`src/verilog/serdes_ctrl_pkg.sv`:
```
// Shared constants, field layout and types for the channel control registers
`default_nettype none
package serdes_ctrl_pkg;

  // Register offsets on the management interface
  localparam logic [4:0]  ADDR_CH_CTRL = 5'h01;
  localparam logic [4:0]  ADDR_PLL     = 5'h02;
  localparam logic [4:0]  ADDR_TXRX    = 5'h03;

  // Reset values
  localparam logic [15:0] RST_CH_CTRL  = 16'h0300;
  localparam logic [15:0] RST_PLL      = 16'h811D;
  localparam logic [15:0] RST_TXRX     = 16'hA444;

  // Channel control word fields
  localparam int PD_BIT       = 15;
  localparam int RX_ONE_BIT   = 13;
  localparam int TX_ONE_BIT   = 12;
  localparam int HYST_LO      = 10;
  localparam int RX_SPLIT_BIT = 9;
  localparam int TX_MERGE_BIT = 8;
  localparam int DIV_LO       = 4;
  localparam int CLK_SRC_LO   = 2;
  localparam int REF_BIT      = 1;

  // PLL control word fields
  localparam int BW_LO        = 8;
  localparam int VCO_BIT      = 6;
  localparam int PLL_EN_BIT   = 4;
  localparam int MULT_LO      = 0;

  // Transmit and receive control word fields
  localparam int SWING_LO     = 12;
  localparam int TX_EN_BIT    = 10;
  localparam int RATE_LO      = 8;

  // Sync-loss hysteresis codes
  localparam logic [1:0] HYST_STD   = 2'h0;
  localparam logic [1:0] HYST_ONE   = 2'h1;
  localparam logic [1:0] HYST_TWO   = 2'h2;

  // Management frame layout
  localparam logic [5:0] PREAMBLE_LEN = 6'h20;
  localparam logic [3:0] HDR_LAST     = 4'hC;
  localparam logic [4:0] DATA_LAST    = 5'h11;
  localparam logic [4:0] TA_DONE      = 5'h01;
  localparam logic [1:0] OP_READ      = 2'h2;
  localparam logic [1:0] OP_WRITE     = 2'h1;

  typedef enum logic [1:0] {
    LANES_ONE  = 2'b00,
    LANES_TWO  = 2'b01,
    LANES_FOUR = 2'b10
  } lane_mode_t;

  typedef enum logic [1:0] {
    MD_PREAMBLE = 2'b00,
    MD_HEADER   = 2'b01,
    MD_DATA     = 2'b10
  } mdio_state_t;

  // Output clock divide factor, zero for reserved codes
  function automatic logic [4:0] divider_factor(input logic [3:0] code);
    unique case (code)
      4'h0:    divider_factor = 5'h01;
      4'h4:    divider_factor = 5'h02;
      4'h8:    divider_factor = 5'h04;
      4'h9:    divider_factor = 5'h08;
      4'hA:    divider_factor = 5'h10;
      4'hC:    divider_factor = 5'h05;
      4'hD:    divider_factor = 5'h0A;
      4'hE:    divider_factor = 5'h14;
      4'hF:    divider_factor = 5'h19;
      default: divider_factor = 5'h00;
    endcase
  endfunction : divider_factor

  // PLL multiplier in quarter steps, zero for reserved codes
  function automatic logic [6:0] mult_quarters(input logic [3:0] code);
    unique case (code)
      4'h2:    mult_quarters = 7'h10;
      4'h3:    mult_quarters = 7'h14;
      4'h4:    mult_quarters = 7'h18;
      4'h5:    mult_quarters = 7'h20;
      4'h6:    mult_quarters = 7'h21;
      4'h7:    mult_quarters = 7'h28;
      4'h8:    mult_quarters = 7'h30;
      4'h9:    mult_quarters = 7'h32;
      4'hA:    mult_quarters = 7'h3C;
      4'hB:    mult_quarters = 7'h40;
      4'hC:    mult_quarters = 7'h42;
      4'hD:    mult_quarters = 7'h50;
      4'hE:    mult_quarters = 7'h64;
      default: mult_quarters = 7'h00;
    endcase
  endfunction : mult_quarters

endpackage : serdes_ctrl_pkg
`default_nettype wire

```
`src/verilog/channel_regs.sv`:
```
// One channel's control registers, field decode and sync-loss error counter
`timescale 1ns/1ps
`default_nettype none
module channel_regs
  import serdes_ctrl_pkg::*;
(
  // Clock and reset
  input  wire logic                      core_clk_in,
  input  wire logic                      rst_b_in,
  // Register write and read port
  input  wire logic                      wr_en_in,
  input  wire logic [4:0]                wr_addr_in,
  input  wire logic [15:0]               wr_data_in,
  input  wire logic [4:0]                rd_addr_in,
  output logic      [15:0]               rd_data_out,
  // Synchronised pins
  input  wire logic                      datapath_bit_a_pin_b_in,
  input  wire logic                      ref_pin_in,
  // Receive decoder events
  input  wire logic                      char_valid_in,
  input  wire logic                      code_err_in,
  // Datapath controls
  output logic                           datapath_pd_out,
  output logic                           pll_run_out,
  output logic                           tx_run_out,
  output serdes_ctrl_pkg::lane_mode_t    rx_lane_mode_out,
  output serdes_ctrl_pkg::lane_mode_t    tx_lane_mode_out,
  output logic      [4:0]                clk_divide_out,
  output logic      [1:0]                clk_source_out,
  output logic                           ref_use_one_out,
  output logic      [1:0]                bandwidth_out,
  output logic                           vco_low_out,
  output logic      [6:0]                mult_quarters_out,
  output logic      [3:0]                tx_amplitude_out,
  output logic      [1:0]                tx_rate_out,
  output logic                           std_hysteresis_out,
  output logic                           force_unsync_out
);
  import serdes_ctrl_pkg::*;

  logic [15:0] ctrl_reg;
  logic [15:0] pll_reg;
  logic [15:0] txrx_reg;
  logic [1:0]  err_run_reg;
  logic [1:0]  err_run_next;
  logic [1:0]  hyst;
  logic        pd_any;

  assign hyst   = ctrl_reg[HYST_LO +: 2];
  assign pd_any = !datapath_bit_a_pin_b_in || ctrl_reg[PD_BIT];

  // Register storage, full width kept so reads return what was written
  always_ff @(posedge core_clk_in)
  begin
    if (!rst_b_in)
    begin
      ctrl_reg <= RST_CH_CTRL;
      pll_reg  <= RST_PLL;
      txrx_reg <= RST_TXRX;
    end
    else if (wr_en_in)
    begin
      if (wr_addr_in == ADDR_CH_CTRL) ctrl_reg <= wr_data_in;
      if (wr_addr_in == ADDR_PLL)     pll_reg  <= wr_data_in;
      if (wr_addr_in == ADDR_TXRX)    txrx_reg <= wr_data_in;
    end
  end

  // Read mux, unmapped offsets read zero
  always_comb
  begin
    unique case (rd_addr_in)
      ADDR_CH_CTRL: rd_data_out = ctrl_reg;
      ADDR_PLL:     rd_data_out = pll_reg;
      ADDR_TXRX:    rd_data_out = txrx_reg;
      default:      rd_data_out = 16'h0000;
    endcase
  end

  // Registered field decode towards the analog datapath
  always_ff @(posedge core_clk_in)
  begin
    if (!rst_b_in)
    begin
      datapath_pd_out   <= 1'b0;
      pll_run_out       <= 1'b0;
      tx_run_out        <= 1'b0;
      rx_lane_mode_out  <= LANES_ONE;
      tx_lane_mode_out  <= LANES_ONE;
      clk_divide_out    <= 5'h00;
      clk_source_out    <= 2'h0;
      ref_use_one_out   <= 1'b0;
      bandwidth_out     <= 2'h0;
      vco_low_out       <= 1'b0;
      mult_quarters_out <= 7'h00;
      tx_amplitude_out  <= 4'h0;
      tx_rate_out       <= 2'h0;
    end
    else
    begin
      datapath_pd_out   <= pd_any;
      pll_run_out       <= pll_reg[PLL_EN_BIT] && !pd_any;
      tx_run_out        <= txrx_reg[TX_EN_BIT] && !pd_any;
      rx_lane_mode_out  <= ctrl_reg[RX_ONE_BIT] ? LANES_ONE :
                           (ctrl_reg[RX_SPLIT_BIT] ? LANES_FOUR : LANES_TWO);
      tx_lane_mode_out  <= ctrl_reg[TX_ONE_BIT] ? LANES_ONE :
                           (ctrl_reg[TX_MERGE_BIT] ? LANES_FOUR : LANES_TWO);
      clk_divide_out    <= divider_factor(ctrl_reg[DIV_LO +: 4]);
      clk_source_out    <= ctrl_reg[CLK_SRC_LO +: 2];
      // Pin high takes the choice away from software
      ref_use_one_out   <= ref_pin_in || ctrl_reg[REF_BIT];
      bandwidth_out     <= pll_reg[BW_LO +: 2];
      vco_low_out       <= pll_reg[VCO_BIT];
      mult_quarters_out <= mult_quarters(pll_reg[MULT_LO +: 4]);
      tx_amplitude_out  <= txrx_reg[SWING_LO +: 4];
      tx_rate_out       <= txrx_reg[RATE_LO +: 2];
    end
  end

  // Adjacent error run, saturating; a clean character breaks the run
  always_comb
  begin
    err_run_next = err_run_reg;
    if (char_valid_in)
      err_run_next = code_err_in ? ((err_run_reg == 2'h3) ? 2'h3 : err_run_reg + 2'h1) : 2'h0;
  end

  // Unsync request on every error once the run reaches the programmed length
  always_ff @(posedge core_clk_in)
  begin
    if (!rst_b_in)
    begin
      err_run_reg        <= 2'h0;
      force_unsync_out   <= 1'b0;
      std_hysteresis_out <= 1'b1;
    end
    else
    begin
      err_run_reg        <= err_run_next;
      std_hysteresis_out <= (hyst == HYST_STD);
      force_unsync_out   <= char_valid_in && code_err_in && (hyst != HYST_STD) &&
                            (err_run_next >= hyst);
    end
  end
endmodule : channel_regs
`default_nettype wire

```
`src/verilog/serdes_channel_control_regs.sv`:
```
// Management serial slave and the two channels' control register banks
`timescale 1ns/1ps
`default_nettype none
module serdes_channel_control_regs
  import serdes_ctrl_pkg::*;
(
  // Clock and reset
  input  wire logic                      core_clk_in,
  input  wire logic                      rst_b_in,
  // Management serial pins
  input  wire logic                      mdc_in,
  input  wire logic                      mdio_in,
  output logic                           mdio_out,
  output logic                           mdio_oe_b_out,
  input  wire logic [4:0]                port_addr_in,
  // Device-level pins
  input  wire logic                      global_write_in,
  input  wire logic [1:0]                channel_datapath_bit_a_pin_b_in,
  input  wire logic [1:0]                reference_source_pin_in,
  // Receive decoder events per channel
  input  wire logic [1:0]                char_valid_in,
  input  wire logic [1:0]                code_err_in,
  // Datapath controls per channel
  output logic [1:0]                     datapath_pd_out,
  output logic [1:0]                     pll_run_out,
  output logic [1:0]                     tx_run_out,
  output serdes_ctrl_pkg::lane_mode_t    rx_lane_mode_out [2],
  output serdes_ctrl_pkg::lane_mode_t    tx_lane_mode_out [2],
  output logic [4:0]                     clk_divide_out [2],
  output logic [1:0]                     clk_source_out [2],
  output logic [1:0]                     ref_use_one_out,
  output logic [1:0]                     bandwidth_out [2],
  output logic [1:0]                     vco_low_out,
  output logic [6:0]                     mult_quarters_out [2],
  output logic [3:0]                     tx_amplitude_out [2],
  output logic [1:0]                     tx_rate_out [2],
  output logic [1:0]                     std_hysteresis_out,
  output logic [1:0]                     force_unsync_out
);
  import serdes_ctrl_pkg::*;

  // Pin synchronisers: stage one feeds stage two only
  logic        mdc_s1_reg, mdc_s2_reg, mdc_d3_reg;
  logic        mdio_s1_reg, mdio_s2_reg;
  logic        gw_s1_reg, gw_s2_reg;
  logic [4:0]  pa_s1_reg, pa_s2_reg;
  logic [1:0]  pd_s1_reg, pd_s2_reg;
  logic [1:0]  ref_s1_reg, ref_s2_reg;

  always_ff @(posedge core_clk_in)
  begin
    if (!rst_b_in)
    begin
      {mdc_s1_reg, mdc_s2_reg, mdc_d3_reg} <= 3'h0;
      {mdio_s1_reg, mdio_s2_reg}           <= 2'h3;
      {gw_s1_reg, gw_s2_reg}               <= 2'h0;
      {pa_s1_reg, pa_s2_reg}               <= 10'h000;
      {pd_s1_reg, pd_s2_reg}               <= 4'hF;
      {ref_s1_reg, ref_s2_reg}             <= 4'h0;
    end
    else
    begin
      mdc_s1_reg  <= mdc_in;
      mdc_s2_reg  <= mdc_s1_reg;
      mdc_d3_reg  <= mdc_s2_reg;
      mdio_s1_reg <= mdio_in;
      mdio_s2_reg <= mdio_s1_reg;
      gw_s1_reg   <= global_write_in;
      gw_s2_reg   <= gw_s1_reg;
      pa_s1_reg   <= port_addr_in;
      pa_s2_reg   <= pa_s1_reg;
      pd_s1_reg   <= channel_datapath_bit_a_pin_b_in;
      pd_s2_reg   <= pd_s1_reg;
      ref_s1_reg  <= reference_source_pin_in;
      ref_s2_reg  <= ref_s1_reg;
    end
  end

  // Frame state
  mdio_state_t state_reg;
  logic [5:0]  pre_cnt_reg;
  logic [4:0]  bit_cnt_reg;
  logic [11:0] hdr_reg;
  logic [16:0] rd_shift_reg;
  logic [15:0] wr_shift_reg;
  logic        is_read_reg;
  logic        hit_reg;
  logic        chan_reg;
  logic [4:0]  addr_reg;
  logic        mdc_rise;
  logic [12:0] hdr_full;
  logic        hdr_hit;
  logic [1:0]  wr_en;
  logic [15:0] rd_data [2];

  // Edge taken from the synchronised copies, so MDC must stay slow versus the core clock
  assign mdc_rise = mdc_s2_reg && !mdc_d3_reg;
  assign hdr_full = {hdr_reg, mdio_s2_reg};
  assign hdr_hit  = hdr_full[12] && (hdr_full[9:6] == pa_s2_reg[4:1]) &&
                    (hdr_full[11:10] == OP_READ || hdr_full[11:10] == OP_WRITE);

  // Write strobes: addressed channel, or both under global write
  always_comb
  begin
    wr_en = 2'h0;
    if (state_reg == MD_DATA && mdc_rise && bit_cnt_reg == DATA_LAST && hit_reg && !is_read_reg)
    begin
      wr_en[0] = !chan_reg || gw_s2_reg;
      wr_en[1] = chan_reg || gw_s2_reg;
    end
  end

  // Frame sequencer: preamble, header, turnaround and data
  always_ff @(posedge core_clk_in)
  begin
    if (!rst_b_in)
    begin
      state_reg    <= MD_PREAMBLE;
      pre_cnt_reg  <= 6'h00;
      bit_cnt_reg  <= 5'h00;
      hdr_reg      <= 12'h000;
      rd_shift_reg <= 17'h00000;
      wr_shift_reg <= 16'h0000;
      is_read_reg  <= 1'b0;
      hit_reg      <= 1'b0;
      chan_reg     <= 1'b0;
      addr_reg     <= 5'h00;
    end
    else if (mdc_rise)
    begin
      unique case (state_reg)
        MD_PREAMBLE:
        begin
          if (mdio_s2_reg)
            pre_cnt_reg <= (pre_cnt_reg == PREAMBLE_LEN) ? pre_cnt_reg : pre_cnt_reg + 6'h01;
          else
          begin
            pre_cnt_reg <= 6'h00;
            if (pre_cnt_reg == PREAMBLE_LEN)
            begin
              state_reg   <= MD_HEADER;
              bit_cnt_reg <= 5'h00;
            end
          end
        end
        MD_HEADER:
        begin
          hdr_reg     <= hdr_full[11:0];
          bit_cnt_reg <= bit_cnt_reg + 5'h01;
          if (bit_cnt_reg[3:0] == HDR_LAST)
          begin
            state_reg    <= MD_DATA;
            bit_cnt_reg  <= 5'h00;
            hit_reg      <= hdr_hit;
            is_read_reg  <= (hdr_full[11:10] == OP_READ);
            chan_reg     <= hdr_full[5];
            addr_reg     <= hdr_full[4:0];
            rd_shift_reg <= {1'b0, rd_data[hdr_full[5]]};
          end
        end
        MD_DATA:
        begin
          bit_cnt_reg  <= bit_cnt_reg + 5'h01;
          wr_shift_reg <= {wr_shift_reg[14:0], mdio_s2_reg};
          if (bit_cnt_reg >= TA_DONE)
            rd_shift_reg <= {rd_shift_reg[15:0], 1'b0};
          if (bit_cnt_reg == DATA_LAST)
            state_reg <= MD_PREAMBLE;
        end
        default:
          state_reg <= MD_PREAMBLE;
      endcase
    end
  end

  // Pin drive: zero in the second turnaround bit, then sixteen data bits
  always_ff @(posedge core_clk_in)
  begin
    if (!rst_b_in)
    begin
      mdio_out      <= 1'b1;
      mdio_oe_b_out <= 1'b1;
    end
    else if (mdc_rise)
    begin
      if (state_reg == MD_DATA && hit_reg && is_read_reg && bit_cnt_reg != DATA_LAST)
      begin
        mdio_oe_b_out <= 1'b0;
        mdio_out      <= (bit_cnt_reg == 5'h00) ? rd_shift_reg[16] : rd_shift_reg[15];
      end
      else
      begin
        mdio_oe_b_out <= 1'b1;
        mdio_out      <= 1'b1;
      end
    end
  end

  // Register banks, one per channel
  for (genvar ch = 0; ch < 2; ch++)
  begin : g_chan
    channel_regs u_regs (
      .core_clk_in        (core_clk_in),
      .rst_b_in           (rst_b_in),
      .wr_en_in           (wr_en[ch]),
      .wr_addr_in         (addr_reg),
      .wr_data_in         ({wr_shift_reg[14:0], mdio_s2_reg}),
      .rd_addr_in         (hdr_full[4:0]),
      .rd_data_out        (rd_data[ch]),
      .datapath_bit_a_pin_b_in (pd_s2_reg[ch]),
      .ref_pin_in         (ref_s2_reg[ch]),
      .char_valid_in      (char_valid_in[ch]),
      .code_err_in        (code_err_in[ch]),
      .datapath_pd_out    (datapath_pd_out[ch]),
      .pll_run_out        (pll_run_out[ch]),
      .tx_run_out         (tx_run_out[ch]),
      .rx_lane_mode_out   (rx_lane_mode_out[ch]),
      .tx_lane_mode_out   (tx_lane_mode_out[ch]),
      .clk_divide_out     (clk_divide_out[ch]),
      .clk_source_out     (clk_source_out[ch]),
      .ref_use_one_out    (ref_use_one_out[ch]),
      .bandwidth_out      (bandwidth_out[ch]),
      .vco_low_out        (vco_low_out[ch]),
      .mult_quarters_out  (mult_quarters_out[ch]),
      .tx_amplitude_out   (tx_amplitude_out[ch]),
      .tx_rate_out        (tx_rate_out[ch]),
      .std_hysteresis_out (std_hysteresis_out[ch]),
      .force_unsync_out   (force_unsync_out[ch])
    );
  end
endmodule : serdes_channel_control_regs
`default_nettype wire

```
`config.mk`:
```
export PLATFORM = sky130hd
export DESIGN_NAME = serdes_channel_control_regs
export DESIGN_NICKNAME = d
export VERILOG_FILES = /design/src/verilog/serdes_ctrl_pkg.sv /design/src/verilog/channel_regs.sv /design/src/verilog/serdes_channel_control_regs.sv
export SDC_FILE = /design/constraint.sdc
export NUM_CORES = 1
export LEC_CHECK = 0
export BUFFER_PORTS_ARGS = -buffer_cell sky130_fd_sc_hd__clkbuf_2
export CORE_ASPECT_RATIO = 0.5
export CORE_MARGIN = 2
export CORE_UTILIZATION = 25
export CTS_CLUSTER_SIZE = 14
export DETAILED_ROUTE_END_ITERATION = 8
export PLACE_DENSITY_LB_ADDON = 0.3
export SKIP_CTS_REPAIR_TIMING = 1
export SLEW_MARGIN = 0
export SYNTH_ARGS = -nofsm -noshare
export SYNTH_HDL_FRONTEND = slang
export SYNTH_SLANG_ARGS = --single-unit
```
`constraint.sdc`:
```
create_clock -name core_clk_in -period 3.6 [get_ports core_clk_in]
set_clock_uncertainty 0.05 [all_clocks]
set_input_delay 0.72 -clock core_clk_in [delete_from_list [all_inputs] [get_ports core_clk_in]]
set_output_delay 0.72 -clock core_clk_in [all_outputs]
set_load 0.02 [all_outputs]
```
# Word-level counts from Yosys, hierarchy flattened
# Memory sizes are Yosys's and may differ from the RTL's. A register that Yosys moved wholly into a read port is not among the register bits.
# Index checks and enable logic that the tools add are counted.
# W data, S select, Z words.
[classes] order_cmp=4 bitwise=2 add_sub_neg=4 reduce_logical=63 shifts=0 n_div=0 muxes=33 eq_ne=23 mul=0
[op_table] op="$pmux W16 S3" count=2
[op_table] op="$mux W16" count=3
[op_table] op="$mux W17" count=2
[op_table] op="$pmux W17 S2" count=1
[op_table] op="$mux W2" count=15
[op_table] op="$eq A5 B2 Y1 const B" count=4
[op_table] op="$logic_and A1 B1 Y1" count=20
[op_table] op="$reduce_and A2 Y1" count=8
[op_table] op="$mux W5" count=3
[op_table] op="$pmux W5 S3" count=1
[op_table] op="$mux W6" count=2
[op_table] op="$logic_not A1 Y1" count=11
[op_table] op="$eq A5 B1 Y1 const B" count=2
[op_table] op="$eq A2 B2 Y1 const B" count=4
[op_table] op="$ne A2 B2 Y1 const B" count=4
[op_table] op="$reduce_and A4 Y1" count=2
[op_table] op="$reduce_or A2 Y1" count=4
[op_table] op="$logic_or A1 B1 Y1" count=7
[op_table] op="$add A6 B1 Y6 const B" count=1
[op_table] op="$eq A6 B6 Y1 const B" count=1
[op_table] op="$logic_not A2 Y1" count=3
[op_table] op="$pmux W2 S3" count=1
[op_table] op="$reduce_and A3 Y1" count=2
[op_table] op="$reduce_bool A2 Y1" count=3
[op_table] op="17 further kinds" count=23
[totals] mem_bits_ro=384 register_bits=234 out_inout_bits=68 elab_cells=192 ramBits=0 latch_bits=0 in_bits=18 n_memories=4
[mem_list] name="(no name shown)" depth=16 width=7 read_ports=1 rd_ports_with_merged_regs=1 wr=0 line="serdes_ctrl_pkg.sv:80" source="unique case (code)"
[mem_list] name="(no name shown)" depth=16 width=7 read_ports=1 rd_ports_with_merged_regs=1 wr=0 line="serdes_ctrl_pkg.sv:80"
[mem_list] name="(no name shown)" depth=16 width=5 read_ports=1 rd_ports_with_merged_regs=1 wr=0 line="serdes_ctrl_pkg.sv:64" source="unique case (code)"
[mem_list] name="(no name shown)" depth=16 width=5 read_ports=1 rd_ports_with_merged_regs=1 wr=0 line="serdes_ctrl_pkg.sv:64"

# Depth between registers and ports, before layout
[depth] ltp_word=8 depth_mapped=10 depth_no_buf=7

# Cells and area by module
# A second synthesis with hierarchy kept.
[unflattened] hier_cells=1179 area_unflattened_um2=10995.5
[modules_own_cells] mod="channel_regs" area_each_um2=3473.3 seq_area_each_um2=1661.6 cells_per_inst=355 n_inst=2
[modules_own_cells] mod="serdes_channel_control_regs" area_each_um2=4048.9 seq_area_each_um2=1801.7 cells_per_inst=469 n_inst=1

# Least setup slack after synthesis
# No wires, ideal clock.
[synth_path] path_type="register -> register" start="register state_reg[0]" end="register g_chan[0].u_regs.ctrl_reg[8]" slack_ns=1.403 path_stages_with_launch=11 required_ns=3.421 n_path_buf=3 arrival_time_ns=2.018 setup_time_ns=0.129 synth_period_minus_slack_ns=2.197 path_cell_list="dfxtp_1 inv_1 ha_1 nand3b_4 or4_1 buf_2 nand2b_4 buf_6 buf_6 mux2i_1 nand2_1"
[synth_between] elab_chain_cells=7
[synth_rtl] element="from (decl)" line="serdes_channel_control_regs.sv:80" source="mdio_state_t state_reg;"
[synth_rtl] element="from (signal assigned)" line="serdes_channel_control_regs.sv:118" source="state_reg <= MD_PREAMBLE;"
[synth_rtl] element="from (signal assigned)" line="serdes_channel_control_regs.sv:141" source="state_reg <= MD_HEADER;"
[synth_rtl] element="from (signal assigned)" line="serdes_channel_control_regs.sv:152" source="state_reg <= MD_DATA;"
[synth_rtl] element="$eq A2 B2 Y1" line="serdes_channel_control_regs.sv:106" source="if (state_reg == MD_DATA && mdc_rise && bit_cnt_reg == DATA_LAST && hit_reg && !is_read_reg)"
[synth_rtl] element="$logic_and A1 B1 Y1 (4 in series)" line="serdes_channel_control_regs.sv:106"
[synth_rtl] element="$mux W2" line="serdes_channel_control_regs.sv:106"
[synth_rtl] element="$reduce_and A2 Y1 (no source line)"
[synth_rtl] element="to (signal assigned)" line="channel_regs.sv:63" source="if (wr_addr_in == ADDR_CH_CTRL) ctrl_reg <= wr_data_in;"
[synth_rtl] element="to (decl)" line="channel_regs.sv:41" source="logic [15:0] ctrl_reg;"
# No other way between the ends.
# A chain may end at the register's enable or synchronous reset.

# Worst setup path after layout
[layout_path] start="register state_reg[0]" end="register g_chan[0].u_regs.txrx_reg[0]"
[layout_between] elab_chain_cells=7
[layout_rtl] element="$eq A2 B2 Y1" line="serdes_channel_control_regs.sv:106"
[layout_rtl] element="$logic_and A1 B1 Y1 (4 in series)" line="serdes_channel_control_regs.sv:106"
[layout_rtl] element="$mux W2" line="serdes_channel_control_regs.sv:106"
[layout_rtl] element="$reduce_and A2 Y1 (no source line)"
[layout_rtl] element="to (signal assigned)" line="channel_regs.sv:65" source="if (wr_addr_in == ADDR_TXRX) txrx_reg <= wr_data_in;"
[layout_rtl] element="to (decl)" line="channel_regs.sv:43" source="logic [15:0] txrx_reg;"
# No other way between the ends.

==> qor.yml <==
status: "completed"
synth-seq-cells: 256
met2_usage: 0.200
final_core_util: 0.299
cts_root_buf: "clkbuf_16"
critPathArrivalTime_ps: 3250
rsz0062_at_grt: "no"
synth_commonest_cells: "dfxtp_1 (256), nand2_1 (125), nor2_1 (120)"
syn_to_final_growth_pct: 16.5
critPathCaptureType: "flip-flop"
ant_nets: 0
p_switching_w: 0.00128
gr-usage-met1: 0.166
finalPower_w: 0.00590
vias_per_cell: 4.48
route.final.wire_length_um: 27100
seq_area_frac_synth: 0.489
power_density_nw_per_um2: 483
yosys_warnings: 0
slew_viol_final: 0
drv_cap: 0
worst-path-max-fanout: 18
final.setup.tns_ps: 0
synth_top_area_cell: "dfxtp_1"
grt_pass1_wl_um: 42400
hold_class: "in2reg"
synth_flop_cell: "dfxtp_1"
max_freq_mhz: 352
top_usage_layer: "met2"
die_area_um2: 43700
combPwrFrac: 0.027
core-area_um2: 40900
synth_nets: 1199
io_buffers: 84
grt_pass1_vias: 7377
drive_gt1_frac: 0.145
critPathTopFamily: "simple AND/OR/NAND/NOR gates"
irDropWorstVdd_uv: 221
critical-path-max-stage-delay_ps: 920
maxSlewHeadroom: 0.442
crit_chain: "inv_1 > ha_1 > nand3b_4 > or4_1 > nor2_2 > buf_4 > nand2_1 > a21oi_1"
required_ps: 4010
synth_edf_count: 0
n_antenna_cell: 0
clk_latency_ps: 530
yosys.cell_count.top_type: "dfxtp_1"
swShare: 0.217
synth.top_cell.area_share: 0.489
num_rows: 52
nets: 1233
die_w_um: 294
place.gp.congestion: 0.772
clock-sinks: 256
fillers: 4331
drtIter0Drc: 491
io_pins: 86
avgSynthCellArea_um2: 9.11
grt.overflow.total: 0
path_class: "reg2reg"
globalRouteMet3Util: 0.0195
tightest_slew_ps: 834
ys_types: 57
grt_max_degree: 112
leakage_nw: 4.97
path_buf_inv: 2
netlist_top_cells_area: "dfxtp_1 (49%), mux2i_1 (11%), nand2_1 (4.5%)"
async_flop_share: 0
hpwl_um: 17700
cts_buffers: 27
hold_viol: 0
cp-start-kind: "flip-flop"
p_int_w: 0.00462
seqPwrFrac: 0.487
drc: 0
cts.path.max_buffers: 3
initial_core_util: 0.256
post-route-period-util: 0.790
grt_util_all_layers: 0.122
min_period_ps: 2840
htree_levels: 1
postSynthCellCount: 1151
dr.pass1.iters: 5
slowest_stage: "or4_1"
wl_per_cell_um: 15.5
via_count: 7826
clk_pin_slew_ps: 60
synth_area_um2: 10500
clkPwrFrac: 0.486
setup_viol: 0
cts_tree: "built"
die_y_um: 149
antenna_found_initial: 1
logic make-up after synthesis:
kind of cell	synth area share
simple gates	0.188
flops	0.489
compound gates	0.107
buf+inv	0.0554
mux	0.114
fa+ha+maj	0.0358
xor+xnor	0.0100
through the flow:
| step | instances | setup WS (ps) | area (um^2) | hold WS [ps] |
|---|---|---|---|---|
| 2_1_floorplan | 1151 | 1400 | 10500 | 336 |
| 3_3_place_gp | 1696 | 830 | 11300 | 344 |
| 3_5_place_dp | 1696 | 803 | 11300 | 354 |
| 4_1_cts | 1745 | 774 | 12200 | 311 |
| 5_1_grt | 1745 | 545 | 12200 | 320 |
| 6_report | 1745 | 758 | 12200 | 326 |
layout by cell type, fill, tap and decap left out, types with 5 or more instances in the layout:
cell and n:
dfxtp_1 256, nand2_1 125, nor2_1 120, mux2i_1 112
a21oi_1 83, clkbuf_2 83, o21ai_0 70, and2_1 47
ha_1 30, nand3_1 27, clkbuf_16 27, inv_1 24
buf_4 24, nand2b_1 18, a31oi_1 17, or3_1 16
clkinv_2 11, nor3_1 9, a211oi_1 9, xnor2_1 8
a221oi_1 7, nor2b_1 6, nor3b_1 5, and3_1 5
mux2_2 5
power by group through the flow:
stage	Combinational (W)	Sequential (W)	Clock, W
2_1_floorplan	0.0000968	0.00294	0
3_3_place_gp	0.000163	0.00294	0
3_5_place_dp	0.000163	0.00294	0
4_1_cts	0.000164	0.00287	0.00293
5_1_grt	0.000177	0.00287	0.00304
6_report	0.000161	0.00287	0.00287
area by class of cell:
| type | instances | area, um^2 | area share |
|---|---|---|---|
| well taps | 540 | 676 | 0.0553 |
| multi-input cells | 766 | 4780 | 0.391 |
| repair buffers | 109 | 636 | 0.0520 |
| clock buffers | 32 | 714 | 0.0585 |
| inverters | 25 | 96.3 | 0.00788 |
| clock inverters | 17 | 191 | 0.0157 |
| flip-flops and latches | 256 | 5120 | 0.419 |
final timing paths:
check | from | to | slack [ps] | cells after the start
worst max register to register | state_reg[0]$_SDFFE_PN0P_ | g_chan[0].u_regs.txrx_reg[0]$_SDFFE_PN0P_ | 760 | 8
worst min register to register | mdio_s1_reg$_SDFF_PN1_ | mdio_s2_reg$_SDFF_PN1_ | 360 | 1
worst max-delay path | state_reg[0]$_SDFFE_PN0P_ | g_chan[0].u_regs.txrx_reg[0]$_SDFFE_PN0P_ | 760 | 8
worst min-delay path | channel_datapath_bit_a_pin_b_in[0] | pd_s1_reg[0]$_SDFF_PN1_ | 330 | 2
layer usage:
metal | part of all wire | vias up | routed length [um]
met3 | 0.035 | 40 | 953
met1 | 0.48 | 3702 | 13100
met2 | 0.46 | 142 | 12400
li1 | - | 3942 | -
met5 | 0 | - | 0
met4 | 0.024 | 0 | 649
No activity file was read; power rests on OpenSTA's default activity.
